===== src/design/pwt_defines.vh =====
`ifndef PWT_DEFINES_VH
`define PWT_DEFINES_VH
// Register byte addresses on the bus
`define PWT_OFF_CTRL 12'h000
`define PWT_OFF_RATEH 12'h004
`define PWT_OFF_RATEL 12'h008
`define PWT_OFF_TRIM_IDX 12'h2f3
`define PWT_OFF_TRIM 12'hbcc
`define PWT_OFF_STAT 12'h010
`define PWT_OFF_MASK 12'h014
// Control register fields
`define PWT_CTL_CLKSEL 7
`define PWT_CTL_WAVESEL 4
`define PWT_CTL_EXTEN 3
`define PWT_CTL_FE 2
`define PWT_CTL_IE 1
`define PWT_CTL_FLAG 0
// Trim field position
`define PWT_TRIM_LSB 2
// Reset values
`define PWT_RST_CTRL 8'h00
`define PWT_RST_RATE 8'h00
`define PWT_RST_TRIM 6'h00
// Bus responses
`define PWT_RESP_OKAY 2'b00
`define PWT_RESP_SLVERR 2'b10
`endif


===== src/design/pwt_periodic_wakeup_timer.v =====
`timescale 1ns/10ps
`include "pwt_defines.vh"

module pwt_periodic_wakeup_timer #(
    parameter ACLK_BASE = 1000,  // Bus cycles per autonomous tick, untrimmed (10 kHz at 10 MHz)
    parameter ACLK_STEP = 8      // Bus cycles per trim weight unit
) (
    input wire aclk,                // Bus clock, 10 MHz
    input wire aresetn,             // Synchronous reset, active low
    input wire [5:0] nvm_trim,      // Trim value held in non-volatile memory
    input wire [11:0] s_axi_awaddr, // Write address
    input wire s_axi_awvalid,       // Write address valid
    output reg s_axi_awready,       // Write address ready
    input wire [31:0] s_axi_wdata,  // Write data
    input wire [3:0] s_axi_wstrb,   // Write byte strobes
    input wire s_axi_wvalid,        // Write data valid
    output reg s_axi_wready,        // Write data ready
    output reg [1:0] s_axi_bresp,   // Write response
    output reg s_axi_bvalid,        // Write response valid
    input wire s_axi_bready,        // Write response ready
    input wire [11:0] s_axi_araddr, // Read address
    input wire s_axi_arvalid,       // Read address valid
    output reg s_axi_arready,       // Read address ready
    output reg [31:0] s_axi_rdata,  // Read data
    output reg [1:0] s_axi_rresp,   // Read response
    output reg s_axi_rvalid,        // Read data valid
    input wire s_axi_rready,        // Read data ready
    output reg irq,                 // Level interrupt
    output reg ext_wave_pin         // External waveform output
);

// ----------------------------------------------------------------
// Register state
// ----------------------------------------------------------------
reg timer_clock_select_r;
reg ext_wave_select_r;
reg ext_output_enable_r;
reg feature_enable_r;
reg irq_enable_r;
reg timeout_flag_r;
reg [5:0] period_trim_field_r;
reg [15:0] rate_value_r;
reg [1:0] evt_status_r;   // Bit0 time-out, bit1 time-out with the autonomous clock selected
reg [1:0] evt_mask_r;
reg trim_loaded_r;

// ----------------------------------------------------------------
// Autonomous clock tick generator
// ----------------------------------------------------------------
reg [15:0] aclk_cnt_r;
reg aclk_tick_r;
wire signed [15:0] trim_sx;
wire signed [31:0] aclk_len_full;
wire [15:0] aclk_len;
// The autonomous clock is modelled as a tick enable derived from the bus clock.
// A tick lasts one bus cycle; the divider restarts whenever it reaches the
// trimmed length, so a trim change takes effect within one tick.
// signed trim weight
assign trim_sx = {{10{period_trim_field_r[5]}}, period_trim_field_r};
// sign bit lengthens, lower bits shorten
// default base gives a 10 kHz tick from a 10 MHz bus clock
assign aclk_len_full = ACLK_BASE - trim_sx * ACLK_STEP;
// Keep at least two bus cycles per tick so a large trim cannot stall the divider
assign aclk_len = (aclk_len_full < 32'sd2) ? 16'h0002 : aclk_len_full[15:0];

// Divider producing one tick per autonomous clock period
always @(posedge aclk) begin
    if (!aresetn) begin
        aclk_cnt_r <= 16'h0000;
        aclk_tick_r <= 1'b0;
    end else if (aclk_cnt_r >= aclk_len[15:0] - 16'h0001) begin
        aclk_cnt_r <= 16'h0000;
        aclk_tick_r <= 1'b1;
    end else begin
        aclk_cnt_r <= aclk_cnt_r + 16'h0001;
        aclk_tick_r <= 1'b0;
    end
end

// ----------------------------------------------------------------
// Period counter
// ----------------------------------------------------------------
reg [16:0] per_cnt_r;
reg [16:0] per_cnt_nxt;
reg timeout_evt;
wire src_tick;
wire [16:0] per_last;
assign src_tick = timer_clock_select_r ? 1'b1 : aclk_tick_r;
assign per_last = {rate_value_r, 1'b1};
// Count runs 0 .. 2*rate+1, giving 2*(rate+1) source ticks per period.
// Rate is locked while running, so a new rate applies from the next enable.

// Next count and time-out event
always @* begin
    per_cnt_nxt = per_cnt_r;
    timeout_evt = 1'b0;
    if (!feature_enable_r) begin
        per_cnt_nxt = 17'h00000;
    end else if (src_tick) begin
        if (per_cnt_r == per_last) begin
            per_cnt_nxt = 17'h00000;
            timeout_evt = 1'b1;
        end else begin
            per_cnt_nxt = per_cnt_r + 17'h00001;
        end
    end
end

always @(posedge aclk) begin
    if (!aresetn) begin
        per_cnt_r <= 17'h00000;
    end else begin
        per_cnt_r <= per_cnt_nxt;
    end
end

// ----------------------------------------------------------------
// External waveform
// ----------------------------------------------------------------
reg pulse_r;
reg sq_r;
wire pulse_nxt;
// pulse lasts one tick, half the minimum period
assign pulse_nxt = timeout_evt ? 1'b1 : (src_tick ? 1'b0 : pulse_r);
// The pin is registered, so it lags the time-out by one bus cycle,
// and both waveforms drop together when feature-enable clears.

// Pulse and square wave state, output gating
always @(posedge aclk) begin
    if (!aresetn) begin
        pulse_r <= 1'b0;
        sq_r <= 1'b0;
        ext_wave_pin <= 1'b0;
    end else begin
        pulse_r <= feature_enable_r & pulse_nxt;
        sq_r <= feature_enable_r & (sq_r ^ timeout_evt);
        ext_wave_pin <= ext_output_enable_r & feature_enable_r &
                        (ext_wave_select_r ? (sq_r ^ timeout_evt) : pulse_nxt);
    end
end

// ----------------------------------------------------------------
// AXI4-Lite write channel
// ----------------------------------------------------------------
reg aw_have_r;
reg w_have_r;
reg [11:0] aw_addr_r;
reg [31:0] w_data_r;
reg [3:0] w_strb_r;
wire do_write;
wire b0;
assign do_write = aw_have_r & w_have_r & ~s_axi_bvalid;
assign b0 = w_strb_r[0];
// Each ready rises for one cycle only, so a held request is taken once.

// Address and data capture, response
always @(posedge aclk) begin
    if (!aresetn) begin
        aw_have_r <= 1'b0;
        w_have_r <= 1'b0;
        aw_addr_r <= 12'h000;
        w_data_r <= 32'h00000000;
        w_strb_r <= 4'h0;
        s_axi_awready <= 1'b0;
        s_axi_wready <= 1'b0;
        s_axi_bvalid <= 1'b0;
        s_axi_bresp <= `PWT_RESP_OKAY;
    end else begin
        s_axi_awready <= ~aw_have_r & ~s_axi_awready & s_axi_awvalid;
        s_axi_wready <= ~w_have_r & ~s_axi_wready & s_axi_wvalid;
        if (s_axi_awvalid & s_axi_awready) begin
            aw_have_r <= 1'b1;
            aw_addr_r <= s_axi_awaddr;
        end
        if (s_axi_wvalid & s_axi_wready) begin
            w_have_r <= 1'b1;
            w_data_r <= s_axi_wdata;
            w_strb_r <= s_axi_wstrb;
        end
        if (do_write) begin
            aw_have_r <= 1'b0;
            w_have_r <= 1'b0;
            s_axi_bvalid <= 1'b1;
            case (aw_addr_r)
                `PWT_OFF_CTRL, `PWT_OFF_RATEH, `PWT_OFF_RATEL, `PWT_OFF_TRIM, `PWT_OFF_STAT, `PWT_OFF_MASK: begin
                    s_axi_bresp <= `PWT_RESP_OKAY;
                end
                default: begin
                    s_axi_bresp <= `PWT_RESP_SLVERR;
                end
            endcase
        end else if (s_axi_bvalid & s_axi_bready) begin
            s_axi_bvalid <= 1'b0;
        end
    end
end

// ----------------------------------------------------------------
// AXI4-Lite read channel
// ----------------------------------------------------------------
reg [7:0] rd_byte;
wire rd_take;
assign rd_take = s_axi_arvalid & s_axi_arready;
// The address is decoded at the handshake edge, so it must stand until arready.

// Read mux
always @* begin
    case (s_axi_araddr)
        `PWT_OFF_CTRL: rd_byte = {timer_clock_select_r, 2'b00, ext_wave_select_r, ext_output_enable_r,
                                  feature_enable_r, irq_enable_r, timeout_flag_r};
        `PWT_OFF_RATEH: rd_byte = rate_value_r[15:8];
        `PWT_OFF_RATEL: rd_byte = rate_value_r[7:0];
        `PWT_OFF_TRIM: rd_byte = {period_trim_field_r, 2'b00};
        `PWT_OFF_STAT: rd_byte = {6'h00, evt_status_r};
        `PWT_OFF_MASK: rd_byte = {6'h00, evt_mask_r};
        default: rd_byte = 8'h00;
    endcase
end

// Read handshake and response
always @(posedge aclk) begin
    if (!aresetn) begin
        s_axi_arready <= 1'b0;
        s_axi_rvalid <= 1'b0;
        s_axi_rdata <= 32'h00000000;
        s_axi_rresp <= `PWT_RESP_OKAY;
    end else begin
        s_axi_arready <= ~s_axi_arready & ~s_axi_rvalid & s_axi_arvalid;
        if (rd_take) begin
            s_axi_rvalid <= 1'b1;
            s_axi_rdata <= {24'h000000, rd_byte};
            case (s_axi_araddr)
                `PWT_OFF_CTRL, `PWT_OFF_RATEH, `PWT_OFF_RATEL, `PWT_OFF_TRIM, `PWT_OFF_STAT, `PWT_OFF_MASK: begin
                    s_axi_rresp <= `PWT_RESP_OKAY;
                end
                default: begin
                    s_axi_rresp <= `PWT_RESP_SLVERR;
                end
            endcase
        end else if (s_axi_rvalid & s_axi_rready) begin
            s_axi_rvalid <= 1'b0;
        end
    end
end

// ----------------------------------------------------------------
// Register writes and flags
// ----------------------------------------------------------------
wire wr_ctrl;
wire wr_trim;
wire rd_stat;
assign wr_ctrl = do_write & b0 & (aw_addr_r == `PWT_OFF_CTRL);
assign wr_trim = do_write & b0 & (aw_addr_r == `PWT_OFF_TRIM);
assign rd_stat = rd_take & (s_axi_araddr == `PWT_OFF_STAT);

// Control, rate, trim, status and mask registers
always @(posedge aclk) begin
    if (!aresetn) begin
        timer_clock_select_r <= 1'b0;
        ext_wave_select_r <= 1'b0;
        ext_output_enable_r <= 1'b0;
        feature_enable_r <= 1'b0;
        irq_enable_r <= 1'b0;
        timeout_flag_r <= 1'b0;
        rate_value_r <= {`PWT_RST_RATE, `PWT_RST_RATE};
        period_trim_field_r <= `PWT_RST_TRIM;
        trim_loaded_r <= 1'b0;
        evt_status_r <= 2'b00;
        evt_mask_r <= 2'b00;
        irq <= 1'b0;
    end else begin
        // One-shot flag, so the trim loads once per reset release
        trim_loaded_r <= 1'b1;
        if (!trim_loaded_r) begin
            period_trim_field_r <= nvm_trim;
        end else if (wr_trim) begin
            period_trim_field_r <= w_data_r[7:`PWT_TRIM_LSB];
        end
        if (wr_ctrl) begin
            ext_wave_select_r <= w_data_r[`PWT_CTL_WAVESEL];
            ext_output_enable_r <= w_data_r[`PWT_CTL_EXTEN];
            feature_enable_r <= w_data_r[`PWT_CTL_FE];
            irq_enable_r <= w_data_r[`PWT_CTL_IE];
            // Holding the source while running keeps a period from mixing clocks
            // locked while enabled or being enabled
            if (!feature_enable_r && !w_data_r[`PWT_CTL_FE]) begin
                timer_clock_select_r <= w_data_r[`PWT_CTL_CLKSEL];
            end
        end
        // Rate bytes are written separately; software sets both before enabling
        // rate locked while enabled
        if (do_write && b0 && !feature_enable_r && aw_addr_r == `PWT_OFF_RATEH) begin
            rate_value_r[15:8] <= w_data_r[7:0];
        end
        if (do_write && b0 && !feature_enable_r && aw_addr_r == `PWT_OFF_RATEL) begin
            rate_value_r[7:0] <= w_data_r[7:0];
        end
        if (timeout_evt) begin
            timeout_flag_r <= 1'b1;
        end else if (wr_ctrl && w_data_r[`PWT_CTL_FLAG]) begin
            timeout_flag_r <= 1'b0;
        end
        // Mask gates only the status path, never the flag path
        if (do_write && b0 && aw_addr_r == `PWT_OFF_MASK) begin
            evt_mask_r <= w_data_r[1:0];
        end
        // Sticky events cleared by status read, new events win
        evt_status_r <= (rd_stat ? 2'b00 : evt_status_r) | {timeout_evt & ~timer_clock_select_r, timeout_evt};
        irq <= (irq_enable_r & timeout_flag_r) | |(evt_status_r & evt_mask_r);
    end
end

endmodule


===== config.mk =====
export PLATFORM = sky130hd
export DESIGN_NAME = pwt_periodic_wakeup_timer
export DESIGN_NICKNAME = d
export VERILOG_FILES = /design/src/design/pwt_periodic_wakeup_timer.v
export VERILOG_INCLUDE_DIRS = /design/src /design/src/design
export SDC_FILE = /design/constraint.sdc
export NUM_CORES = 1
export LEC_CHECK = 0
export ABC_AREA = 1
export BUFFER_PORTS_ARGS = -buffer_cell sky130_fd_sc_hd__buf_2
export CORE_ASPECT_RATIO = 0.8
export CORE_MARGIN = 10
export CORE_UTILIZATION = 49
export CTS_CLUSTER_SIZE = 40
export DETAILED_ROUTE_END_ITERATION = 10
export HOLD_SLACK_MARGIN = 0.12
export PLACE_DENSITY = 0.82
export SLEW_MARGIN = 0
export SYNTH_ARGS = -nofsm -noshare
export SYNTH_HDL_FRONTEND = slang
export SYNTH_SLANG_ARGS = --single-unit

===== constraint.sdc =====
create_clock -name aclk -period 4.3 [get_ports aclk]
set_input_delay 0 -clock aclk [delete_from_list [all_inputs] [get_ports aclk]]
set_output_delay 0 -clock aclk [all_outputs]
set_load 0.01 [all_outputs]

======== Yosys cells after proc, flatten, opt, wreduce, memory -nomap -nowiden ========
Index checks and enable logic that the tools add are counted.
word-level totals
  register bits after elaboration ......... 111
  bits of input ports ..................... 73
  output and inout port bits .............. 43
  logic and storage cells ................. 130
cells by class
  add/subtract/negate cells ............... 4
  order comparisons ....................... 2
  equal/unequal tests ..................... 12
  multiplexer cells ....................... 23
  bitwise logic cells ..................... 36
  reduce and logical (&&, ||, !) cells .... 21
operators by type and width
  kind                     count
  $eq A12 B5 Y1 const B    4
  $pmux W8 S6              1
  $eq A12 B12 Y1 const B   2
  $eq A12 B3 Y1 const B    2
  $eq A12 B4 Y1 const B    2
  $logic_not A12 Y1        2
  $and A1 B1 Y1            23
  $add A17 B1 Y17 const B  1
  $eq A17 B17 Y1           1
  $mux W17                 1
  $add A16 B1 Y16 const B  1
  $ge A16 B16 Y1           1
  $mux W16                 1
  $sub A16 B1 Y16 const B  1
  $mux W1                  15
  $lt A12 B3 Y1 const B    1
  $mux W6                  2
  $reduce_or A6 Y1         2
  $sub A11 B9 Y12 const A  1
  $not A1 Y1               9
  $logic_and A1 B1 Y1      7
  $mux W2                  3
  $reduce_bool A2 Y1       3
  $reduce_or A2 Y1         3
  other kinds (7)          9

======== Logic depth before layout (Yosys ltp) ========
Gate-level depths: netlist of the first run.
  depth in word-level cells ............... 7
  mapped depth ............................ 13

======== Worst setup path before layout of the first run ========
OpenSTA, ideal clock, no wires.
  kind .................................... register to register
  start ................................... reg period_trim_field_r[1]
  end ..................................... reg aclk_cnt_r[10]
  setup time .............................. 64 ps
  data arrival time ....................... 2370 ps
  data required time ...................... 4236 ps
  slack ................................... 1866 ps
  stages on the path, launching flop included .. 14
  cells stage by stage .................... dfxtp_1 -> inv_1 -> ha_1 -> nor3b_2 -> nand3_1 -> o211ai_1 -> inv_1 -> ha_1 -> a21oi_1 -> o21ai_0 -> a21oi_1 -> nand3_1 -> buf_2 -> nor2_1
between the ends
  longest elaborated chain between the ends .. 6
RTL lines
  what                            RTL line                         RTL
  from (decl)                     pwt_periodic_wakeup_timer.v:41   reg [5:0] period_trim_field_r;
  from (signal assigned)          pwt_periodic_wakeup_timer.v:266  period_trim_field_r <= `PWT_RST_TRIM;
  from (signal assigned)          pwt_periodic_wakeup_timer.v:275  period_trim_field_r <= nvm_trim;
  from (signal assigned)          pwt_periodic_wakeup_timer.v:277  period_trim_field_r <= w_data_r[7:`PWT_TRIM_LSB];
  $sub A11 B9 Y12 (*)             pwt_periodic_wakeup_timer.v:62   assign aclk_len_full = ACLK_BASE - trim_sx * ACLK_STEP;
  $lt A12 B3 Y1                   pwt_periodic_wakeup_timer.v:64   assign aclk_len = (aclk_len_full < 32'sd2) ? 16'h0002 : aclk_len_full[15:0];
  $mux W16 (*)                    pwt_periodic_wakeup_timer.v:64
  $sub A16 B1 Y16 (*)             pwt_periodic_wakeup_timer.v:71   end else if (aclk_cnt_r >= aclk_len[15:0] - 16'h0001) begin
  $ge A16 B16 Y1 (*)              pwt_periodic_wakeup_timer.v:71
  $reduce_or A2 Y1 (no line) (*)  n/a
  to (signal assigned)            pwt_periodic_wakeup_timer.v:75   aclk_cnt_r <= aclk_cnt_r + 16'h0001;
  to (decl)                       pwt_periodic_wakeup_timer.v:50   reg [15:0] aclk_cnt_r;
Every way passes the cells marked *; elsewhere a longest branch is shown, timed or not.
A chain may end at the register's enable or synchronous reset.

======== Worst setup path in the final report of the first run ========
  start ................................... reg period_trim_field_r[1]
  end ..................................... reg aclk_cnt_r[3]
The elaborated chain is that of the path after synthesis.

==> out/qor.yml, run 1 <==
end_kind: "register"
postSynthAreaPerCell_um2: 7.17
path_cells: "inv_1, ha_1, nor3b_2, nand3_1, o211ai_1, inv_1, ha_1, a21oi_1, o21ai_0, a21oi_1, nand3_1, nor2_1"
clkSinkCount: 109
viasPerCell: 5.08
boundaryPins: 116
yosysWarnings: 0
ys_seq_elements: 109
period_needed_ns: 2.91
gp_congestion: 0.892
ys_types: 35
vias: 5321
clockBufferDepth: 2
htree_levels: 3
synth_cells: 796
critPathTopFamily: "simple AND/OR/NAND/NOR gates"
grt_max_degree: 46
place_worst_setup_slack_ns: 1.41
synth_compound_area_share_pct: 14.5
hold_class: "in2reg"
reg2reg_to: "aclk_cnt_r[3]$_SDFF_PP0_"
drv_cap: 0
setup_viol: 0
layout.nets: 987
grt_pass1_wl_um: 23000
startpoint_type: "register"
numPortBuffers: 62
cp_max_fo: 16
vdd_drop_max_mv: 0.207
yosys-mux-area-fraction_pct: 0
p_leak_uw: 0.00286
clockRootBuffer: "clkbuf_16"
antenna_found_initial: 0
cts_tree: "done"
layout-drive-gt1-share_pct: 13.3
max_freq_mhz: 344
synth_edf_count: 0
dieHeight_um: 117
grt_overflow_total: 0
timing.final.hold_violations: 0
die_x_um: 141
path_buf_inv: 2
min-delay-start: "s_axi_araddr[10]"
wl_per_cell_um: 13.5
fp.coreArea_mm2: 0.0115
synthAdderAreaFrac_pct: 4.16
core.rowCount: 35
skew_ns: 0.00667
drt_iter0_markers: 427
drt_drc_violations_left: 0
rrSetupSlack_ns: 1.39
tns_ns: 0
synthSimpleGateAreaFrac_pct: 26.8
dieArea_mm2: 0.0164
netlist_area_mm2: 0.00571
slowest_delay_ns: 0.48
synth_xor_area_share_pct: 4.45
drv_slew: 0
post-route-period-util_pct: 67.6
drtAntennaViolNets: 0
initial_core_util_pct: 49.8
synth_ff_type: "dfxtp_1"
outcome: "finished, final reports clean"
setup_slack_ns: 1.39
tightest_slew_ns: 0.643
synth_top_family_by_area: "simple AND/OR/NAND/NOR gates"
place_hpwl_um: 10400
power.density_mw_per_mm2: 313
hold-path-cell-count: 6
tritoncts.num_buffers: 9
crit_path_top_delay_cell: "nand3_1"
relSlewSlack_pct: 57.0
critical_path_class: "reg2reg"
clkTransAtPathRegs_ns: 0.08
antenna_cells: 0
grt_pass1_vias: 4760
hold_end: "s_axi_rdata[5]$_SDFFE_PN0P_"
routed_wl_um: 14200
rsz0062_at_grt: "no"
area_growth_pct: 18.0
track_usage_pct: 16.9
cp.arrival_ns: 3.18
yosysSeqAreaShare_pct: 38.2
drt-pass1-iter-count: 6
cp.required_ns: 4.58
r2r_start: "period_trim_field_r[1]$_SDFFE_PN0P_"
ys_async_sr_fraction_pct: 0
reg2reg_depth: 12
insertion_delay_ns: 0.36
[cells in the mapped netlist, types with 5 or more instances]
master / count / share of area [%]
ha_1: 19 / 4.2
inv_2: 6 / 0.39
nor2_4: 8 / 1.6
nand2_1: 137 / 9.0
nand3_2: 5 / 0.88
dfxtp_1: 109 / 38
nand2_2: 5 / 0.55
clkbuf_1: 12 / 0.79
nor2_1: 81 / 5.3
buf_4: 28 / 3.7
xor2_1: 20 / 3.1
nand3_1: 42 / 3.7
nor2_2: 10 / 1.1
a21oi_1: 83 / 7.3
inv_1: 98 / 6.4
o21ai_0: 65 / 5.7
o21ai_1: 7 / 0.61
xnor2_1: 9 / 1.4
nor3_1: 19 / 1.7
nand4_1: 7 / 0.77
[per-layer routing]
layer	GRT usage [%]	routed length, um
met1	23.3	6730
met2	24.9	5830
met3	4.96	1410
met4	5.36	189
met5	0	0
[cell type report]
class	count	area [um^2]
clock buffers	9	225
multi-input cells	570	2970
repair buffers	100	688
well taps	148	185
flip-flops and latches	109	2180
clock inverters	7	90.1
fillers	1028	4740
inverters	105	394
[cells by family (layout without fill, tap and decap cells)]
kind of cell,after synthesis,count (layout)
compound gates,162,162
xor+xnor,29,29
fa+ha+maj,19,19
buf+inv,148,221
flops,109,109
other cells,2,33
simple gates,327,327
[worst min-delay path: stages]
cell and delay [ns]:
buf_2 0.09, nor3_1 0.10, nand3_1 0.11, o211ai_1 0.13
nand2_1 0.08, a21oi_1 0.05
[timing repair]
action	CTS	global route
setup buffers	0	0
gates resized for setup	0	0
hold buffers	37	0
endpoints found under the hold margin	38	0
[power by group]
group	switching [uW]	total, uW	internal [uW]
Clock	410	877	466
Combinational	106	183	76.8
Sequential	18.9	1050	1030
Total	535	2110	1570
[how the worst max path moves through the flow]
| stage | depth (start not counted) | slack [ns] | endpoint | start |
|---|---|---|---|---|
| 5_1_grt | 12 | 1.06 | aclk_cnt_r[0]$_SDFF_PP0_ | period_trim_field_r[1]$_SDFFE_PN0P_ |
| 3_3_place_gp | 12 | 1.51 | aclk_cnt_r[14]$_SDFF_PP0_ | period_trim_field_r[1]$_SDFFE_PN0P_ |
| 3_5_place_dp | 12 | 1.41 | aclk_cnt_r[4]$_SDFF_PP0_ | period_trim_field_r[1]$_SDFFE_PN0P_ |
| 2_1_floorplan | 13 | 1.87 | aclk_cnt_r[10]$_SDFF_PP0_ | period_trim_field_r[1]$_SDFFE_PN0P_ |
| 6_report | 12 | 1.39 | aclk_cnt_r[3]$_SDFF_PP0_ | period_trim_field_r[1]$_SDFFE_PN0P_ |
| 4_1_cts | 12 | 1.39 | aclk_cnt_r[4]$_SDFF_PP0_ | period_trim_field_r[1]$_SDFFE_PN0P_ |
[sequential cells by signal, indices dropped and copies added (netlist names), 2 cells and up]
register	flops
aclk_cnt_r	16
w_data_r	8
rate_value_r	16
period_trim_field_r	6
evt_mask_r	2
aw_addr_r	12
evt_status_r	2
per_cnt_r	17
s_axi_rdata	8
[per-stage QoR]
| stage | utilization (%) | std cells | cell area [um^2] | power, uW | hold slack [ns] |
|---|---|---|---|---|---|
| after CTS | 58.7 | 1048 | 6740 | 2110 | 0.216 |
| after floorplan | - | 827 | 5830 | 1190 | 0.0277 |
| after global routing | 58.7 | 1048 | 6740 | 2180 | 0.274 |
| final | 58.7 | 1048 | 6740 | 2110 | 0.243 |
| after detailed placement | 52.7 | 995 | 6050 | 1220 | 0.246 |
| after global placement | 52.7 | 995 | 6050 | 1220 | 0.234 |
[cells in the final DEF (no fill, tap or decap), drive strengths merged]
| cell | netlist | layout |
|---|---|---|
| xor2 | 20 | 20 |
| o21ai | 72 | 72 |
| dfxtp | 109 | 109 |
| or3 | 1 | 1 |
| xnor2 | 9 | 9 |
| a21oi | 83 | 83 |
| conb | 2 | 33 |
| nand4 | 9 | 9 |
| buf | 31 | 63 |
| ha | 19 | 19 |
| nand3 | 47 | 47 |
| clkinv | 1 | 3 |
| and3 | 1 | 1 |
| nor2 | 99 | 99 |
| a211oi | 3 | 3 |
| inv | 104 | 107 |
| dlygate4sd3 | 0 | 37 |
| o211ai | 3 | 3 |
| a41oi | 1 | 1 |
| clkinvlp | 0 | 1 |
| clkbuf | 12 | 9 |
| nor3 | 20 | 20 |
| nor3b | 5 | 5 |
| nand2 | 144 | 144 |
| nor4 | 1 | 1 |
| bufinv | 0 | 1 |
Note: power is estimated with default switching activity, not from simulation.
==> inputs of run 2 (changes only) <==
ABC_AREA = 0   (was 1)
PLACE_DENSITY = 0.83   (was 0.82)
clock period = 3 ns   (was 4.3 ns; I/O delays follow)
==> run 2 against run 1 <==
  * Clock power is 54% higher
  * Combinational power is 28% higher
  * Via count is 11% lower
  * Sequential share of layout area is 1.3 points higher
  * Synthesized cell count is 23% lower
  * Worst setup slack worse by 1.3 ns
  * Critical path depth is 1 higher
==> out/qor.yml, run 2 <==
crit_path_top_delay_cell: "dfxtp_2"
clockBufferDepth: 2  # unchanged
numPortBuffers: 62  # unchanged
gr-usage-met3_pct: 4.61  # -0.34 points
final_cell_mix: "dfxtp_1, nor2_1, nand2_1"
setup_viol: 0  # unchanged
die_x_um: 137  # -2.5%
power.density_mw_per_mm2: 477  # +52%
tritoncts.num_buffers: 9  # unchanged
synth_edf_count: 0  # unchanged
dpl_cell_area_mm2: 0.00573  # -5.3%
synth_common_cells: "dfxtp_1, nor2_1, nand2_1"
outcome: "finished, final reports clean"
relSlewSlack_pct: 26.1  # -31 points
path_cells: "ha_2, xnor2_2, nor4_4, maj3_1, nor2b_1, ha_1, a21o_1, a21o_1, a211oi_2, a2bb2oi_2, nand2_1, buf_4, nor2_1"
design_area_mm2: 0.00648  # -3.8%
top_regs: "per_cnt_r x17, aclk_cnt_r x16, rate_value_r x16"
gp_congestion: 0.913  # +2.3%
largest_reg_flops: 17  # unchanged
largest-register: "per_cnt_r"
vdd_drop_max_mv: 0.301  # +45%
synth_ff_type: "dfxtp_1"
pwr-share-comb_pct: 7.6  # -1.1 points
place_hpwl_um: 10200  # -1.9%
p_sw_share_pct: 22.5  # -2.9 points
synthTopCellsByArea: "dfxtp_1, mux2i_1, nor2_1"
grt_overflow_total: 0  # unchanged
layout-drive-gt1-share_pct: 14.7  # +1.4 points
drtAntennaViolNets: 0  # unchanged
yosysSeqAreaShare_pct: 40.6  # +2.3 points
dieHeight_um: 114  # -2.4%
htree_levels: 3  # unchanged
max_freq_mhz: 349  # +1.5%
antenna_cells: 0  # unchanged
hold_class: "in2reg"
cp_max_fo: 15  # -1
grt_pass1_vias: 4715  # -0.95%
ys_seq_elements: 109  # unchanged
post-route-period-util_pct: 95.5  # +28 points
seqPwrFrac_pct: 48.7  # -1.0 points
clkTransAtPathRegs_ns: 0.07  # about the same
cp.required_ns: 3.28  # -1.30 ns
timing.final.hold_violations: 0  # unchanged
path_common_cell: "a21o_1"
path_buf_inv: 1  # -1
final_util_pct: 60.0  # +1.3 points
drv_slew: 0  # unchanged
grt_pass1_wl_um: 22700  # -1.2%
critical_path_class: "reg2reg"
ys_async_sr_fraction_pct: 0  # unchanged
end_kind: "register"
initial_core_util_pct: 49.8  # about the same
layout_commonest_cell: "dfxtp_1"
synth_most_common_cell: "dfxtp_1"
grtUsageMet1_pct: 22.2  # -1.1 points
layout.nets: 802  # -19%
period_needed_ns: 2.87  # -0.0416 ns
ys_types: 62  # +77%
synth_top_area_cell: "dfxtp_1"
drv_cap: 0  # unchanged
core.rowCount: 34  # -2.9%
dieArea_mm2: 0.0156  # -4.9%
grt_max_degree: 67  # +46%
slowest_delay_ns: 0.36  # -0.12 ns
power.switching_uw: 695  # +30%
critPathTopFamily: "adder cells"
fp.coreArea_mm2: 0.0108  # -5.8%
vias: 4721  # -11%
yosysWarnings: 0  # unchanged
netlist_area_mm2: 0.00538  # -5.8%
area_growth_pct: 20.5
startpoint_type: "register"
antenna_found_initial: 0  # unchanged
yosysTopAreaCellShare_pct: 40.6  # +2.3 points
clkPwrFrac_pct: 43.8  # +2.2 points
tightest_slew_ns: 1.11  # +0.464 ns
clkSinkCount: 109  # unchanged
boundaryPins: 116  # unchanged
cts_tree: "done"
drt-pass1-iter-count: 5  # -1
use_met2_pct: 28.8  # +3.9 points
viasPerCell: 5.50  # +8.2%
clockRootBuffer: "clkbuf_16"
cp.arrival_ns: 3.15  # -0.03 ns
postSynthAreaPerCell_um2: 8.76  # +22%
drt_iter0_markers: 324  # -24%
p_leak_uw: 0.00258  # -9.8%
p_int_uw: 2400  # +52%
wl_per_cell_um: 16.2  # +20%
busiest_layer: "met2"
drt_drc_violations_left: 0  # unchanged
track_usage_pct: 17.6  # +0.68 points
synth_cells: 614  # -23%
skew_ns: 0.00635  # -0.000315 ns
insertion_delay_ns: 0.35  # about the same
routed_wl_um: 13900  # -1.7%
==> run 2: worst paths after layout <==
path | slack (ns) | depth (start not counted) | to | startpoint
max | 0.13 | 13 | aclk_cnt_r[3]$_SDFF_PP0_ | period_trim_field_r[2]$_SDFFE_PN0P_
min | 0.22 | 5 | s_axi_rdata[5]$_SDFFE_PN0P_ | s_axi_araddr[6]
max reg2reg | 0.13 | 13 | aclk_cnt_r[3]$_SDFF_PP0_ | period_trim_field_r[2]$_SDFFE_PN0P_
min reg2reg | 0.46 | 2 | pulse_r$_SDFF_PN0_ | pulse_r$_SDFF_PN0_
==> run 2: timing repair <==
| item | in CTS | in global routing |
|---|---|---|
| pin swaps | 0 | 3 |
| setup buffers | 0 | 1 |
| resized for setup | 4 | 4 |
| endpoints found under the setup margin | 17 | 17 |
| hold buffers | 36 | 0 |
| hold endpoints to repair | 43 | 0 |
==> run 2: power groups by stage <==
stage / clock, uW / combinational, uW / sequential, uW
floorplan: 0 / 154 / 1520
CTS: 1360 / 225 / 1500
finish: 1350 / 234 / 1500
global placement: 0 / 177 / 1530
detailed placement: 0 / 185 / 1540
global route: 1410 / 260 / 1510
==> run 2: kinds of logic (layout without fill, tap and decap cells) <==
group,count (synthesis),in the layout,share of synthesized area [%]
AOI/OAI and AO/OA,95,95,11.5
xor gates and xnor gates,53,53,8.63
adders and majority gates,20,20,4.60
buffers and inverters,54,124,5.86
DFF,109,109,40.6
muxes,34,34,6.33
other,2,33,0.140
and+or+nand+nor,247,247,22.4
==> run 2: final cells by class <==
| class | count | area (um^2) |
|---|---|---|
| fill | 916 | 4320 |
| multi-input combinational | 482 | 3050 |
| sequential | 109 | 2180 |
| timing repair buffer | 104 | 716 |
| clock buffer | 10 | 229 |
| tap | 144 | 180 |
| clock inverter | 6 | 111 |
| inverter | 4 | 15.0 |
==> run 2: layer usage <==
metal | part of all wire, % | vias to the layer above
li1 | - | 2266
met1 | 44 | 2232
met3 | 8.4 | 25
met2 | 46 | 198
met4 | 1.5 | 0
met5 | 0 | -
==> run 2: worst min-delay path, delay by kind of cell <==
family	cells	cell delay, ns
AND/OR/NAND/NOR	2	0.15
AO/OA/AOI/OAI	2	0.26
buffers and inverters	1	0.11
==> run 2: through the flow <==
step / std cells / worst slack (ns) / hold slack, ns / total power [uW] / setup TNS [ns]
6_report: 859 / 0.134 / 0.224 / 3090 / 0
5_1_grt: 859 / -0.00701 / 0.295 / 3180 / -0.00701
4_1_cts: 858 / 0.0241 / 0.220 / 3090 / 0
3_5_place_dp: 806 / -0.106 / 0.249 / 1720 / -1.20
3_3_place_gp: 806 / 0.0777 / 0.243 / 1710 / 0
2_1_floorplan: 645 / 0.0257 / 0.0277 / 1680 / 0
==> inputs of run 3 (changes only) <==
CORE_UTILIZATION = 34   (was 49)
PLACE_DENSITY = 0.64   (was 0.83)
==> run 3 against run 2 <==
  * Via count fell by 5.3%
  * Wire length fell by 3.8%
  * Sequential power hardly changed
  * Sequential share of layout area shrank 0.34 points
==> out/qor.yml, run 3 (same netlist as run 2, synthesis figures left out) <==
drt_drc_violations_left: 0  # unchanged
numPortBuffers: 62  # unchanged
track_usage_pct: 12.3  # -5.3 points
r2r_start: "period_trim_field_r[2]$_SDFFE_PN0P_"
vdd_drop_max_mv: 0.290  # -3.7%
met3_length_um: 902  # -23%
dpl_cell_area_mm2: 0.00586  # +2.3%
layout-drive-gt1-share_pct: 15.0  # +0.31 points
rsz0062_at_grt: "no"
rrSetupSlack_ns: 0.18  # +0.05 ns
grt_max_degree: 31  # -54%
crit_path_end: "aclk_cnt_r[4]$_SDFF_PP0_"
drt-pass1-iter-count: 4  # -1
gp_congestion: 0.826  # -9.6%
design_area_mm2: 0.00654  # +0.91%
tightest_slew_ns: 1.02  # -0.0910 ns
grt_overflow_total: 0  # unchanged
largest_reg_flops: 17  # unchanged
clkSinkCount: 109  # unchanged
reg2reg_to: "aclk_cnt_r[4]$_SDFF_PP0_"
dieArea_mm2: 0.0213  # +36%
layout.nets: 807  # +0.62%
initial_core_util_pct: 34.4  # -15 points
clockBufferDepth: 2  # unchanged
seqCellArea_mm2: 0.00218  # -0.11%
cts_tree: "done"
cp_max_fo: 15  # unchanged
boundaryPins: 116  # unchanged
final_cell_mix: "dfxtp_1, nor2_1, nand2_1"
nFillCells: 1552  # +69%
skew_ns: 0.00874  # +0.00239 ns
layout_commonest_cell: "dfxtp_1"
grt_pass1_vias: 4100  # -13%
drtAntennaViolNets: 0  # unchanged
max_freq_mhz: 355  # +1.7%
startpoint_type: "register"
top_layer_used: "met4"
drt_iter0_markers: 279  # -14%
setup_viol: 0  # unchanged
die_x_um: 161  # +17%
htree_levels: 3  # unchanged
hold_class: "in2reg"
insertion_delay_ns: 0.35  # about the same
area_growth_pct: 21.6
antenna_found_initial: 0  # unchanged
relSlewSlack_pct: 30.5  # +4.4 points
largest-register: "per_cnt_r"
antenna_cells: 0  # unchanged
place_hpwl_um: 9940  # -2.2%
m1WireLength_um: 6900  # +13%
viasPerCell: 4.78  # -13%
multi_input_area_mm2: 0.00304  # -0.41%
met2WireLength_um: 5450  # -16%
p_leak_uw: 0.00258  # +0.13%
top_regs: "per_cnt_r x17, aclk_cnt_r x16, rate_value_r x16"
fp.coreArea_mm2: 0.0156  # +45%
drv_cap: 0  # unchanged
clkTransAtPathRegs_ns: 0.07  # about the same
vias: 4471  # -5.3%
end_kind: "register"
clockRootBuffer: "clkbuf_16"
period_needed_ns: 2.82  # -0.0488 ns
tritoncts.num_buffers: 9  # unchanged
cp-startpoint: "period_trim_field_r[2]$_SDFFE_PN0P_"
core.rowCount: 41  # +21%
wl_per_cell_um: 14.3  # -12%
hold-path-cell-count: 4  # -1
power.density_mw_per_mm2: 441  # -7.6%
place_worst_setup_slack_ns: 0.0712  # +0.178 ns
timing.final.hold_violations: 0  # unchanged
dieHeight_um: 133  # +17%
cp.required_ns: 3.29  # about the same
outcome: "finished, final reports clean"
grt_pass1_wl_um: 21600  # -4.9%
post-route-period-util_pct: 93.9  # -1.6 points
reg2reg_depth: 13  # unchanged
routed_wl_um: 13400  # -3.8%
critical_path_class: "reg2reg"
tns_ns: 0  # unchanged
cp.arrival_ns: 3.10  # -0.05 ns
setup_slack_ns: 0.183  # +0.0488 ns
drv_slew: 0  # unchanged
run 3: cell count changes in the layout (fill, tap and decap cells not counted), moves of 2 or more:
cell       before  now
buf_4           6   11
dfxtp_1       107  109
bufinv_16       3    0
dfxtp_2         2    0
clkbuf_8        0    2
run 3: layer usage:
layer,track usage (%),up-vias
met5,0,-
met4,3.82,0
met3,3.53,11
met2,17.0,113
met1,17.7,2071
li1,-,2276
run 3: worst min-delay path by stage:
stage | startpoint | to | slack, ns
2_1_floorplan | aresetn | trim_loaded_r$_DFF_P_ | 0.03
3_3_place_gp | s_axi_wvalid | s_axi_wready$_SDFF_PN0_ | 0.24
3_5_place_dp | s_axi_awvalid | s_axi_awready$_SDFF_PN0_ | 0.24
4_1_cts | s_axi_araddr[4] | s_axi_rdata[0]$_SDFFE_PN0P_ | 0.28
5_1_grt | s_axi_araddr[6] | s_axi_rdata[6]$_SDFFE_PN0P_ | 0.32
6_report | s_axi_araddr[4] | s_axi_rdata[0]$_SDFFE_PN0P_ | 0.31
run 3: area by class of cell:
cell class              count  area share [%]
multi-input cells         482            46.4
inverters                   4           0.229
clock buffers              11            3.86
well taps                 215            4.11
repair buffers            109            11.5
flip-flops and latches    109            33.4
clock inverters             5           0.535
run 3: worst max-delay path, cell delays in order (launching register included):
cell       delay [ns]
dfxtp_1          0.35
ha_2             0.22
xnor2_2          0.25
nor4_4           0.06
maj3_1           0.32
nor2b_1          0.12
ha_1             0.26
a21o_1           0.19
a21o_1           0.18
a211oi_2         0.24
a2bb2oi_2        0.19
nand2_1          0.06
buf_4            0.19
nor2_1           0.11
run 3: power by group:
part / leakage, uW / switching [uW] / internal, uW
sequential: 0.000882 / 32.2 / 1470
clock: 0.000141 / 539 / 609
combinational: 0.00156 / 123 / 110
run 3: what timing repair did:
action | CTS | global route
endpoints found under the hold margin | 43 | 0
endpoints found under the setup margin | 0 | 17
gates resized for setup | 0 | 5
setup buffers | 0 | 0
hold buffers | 36 | 0
run 3: metrics by stage:
| step | hold slack [ns] | instances | total power [uW] | utilization [%] |
|---|---|---|---|---|
| after floorplan | 0.0277 | 645 | 1680 | - |
| after CTS | 0.275 | 935 | 2910 | 41.6 |
| after detailed placement | 0.245 | 883 | 1720 | 37.5 |
| final | 0.312 | 935 | 2880 | 41.8 |
| after global routing | 0.323 | 935 | 3000 | 41.8 |
| after global placement | 0.244 | 883 | 1720 | 37.5 |
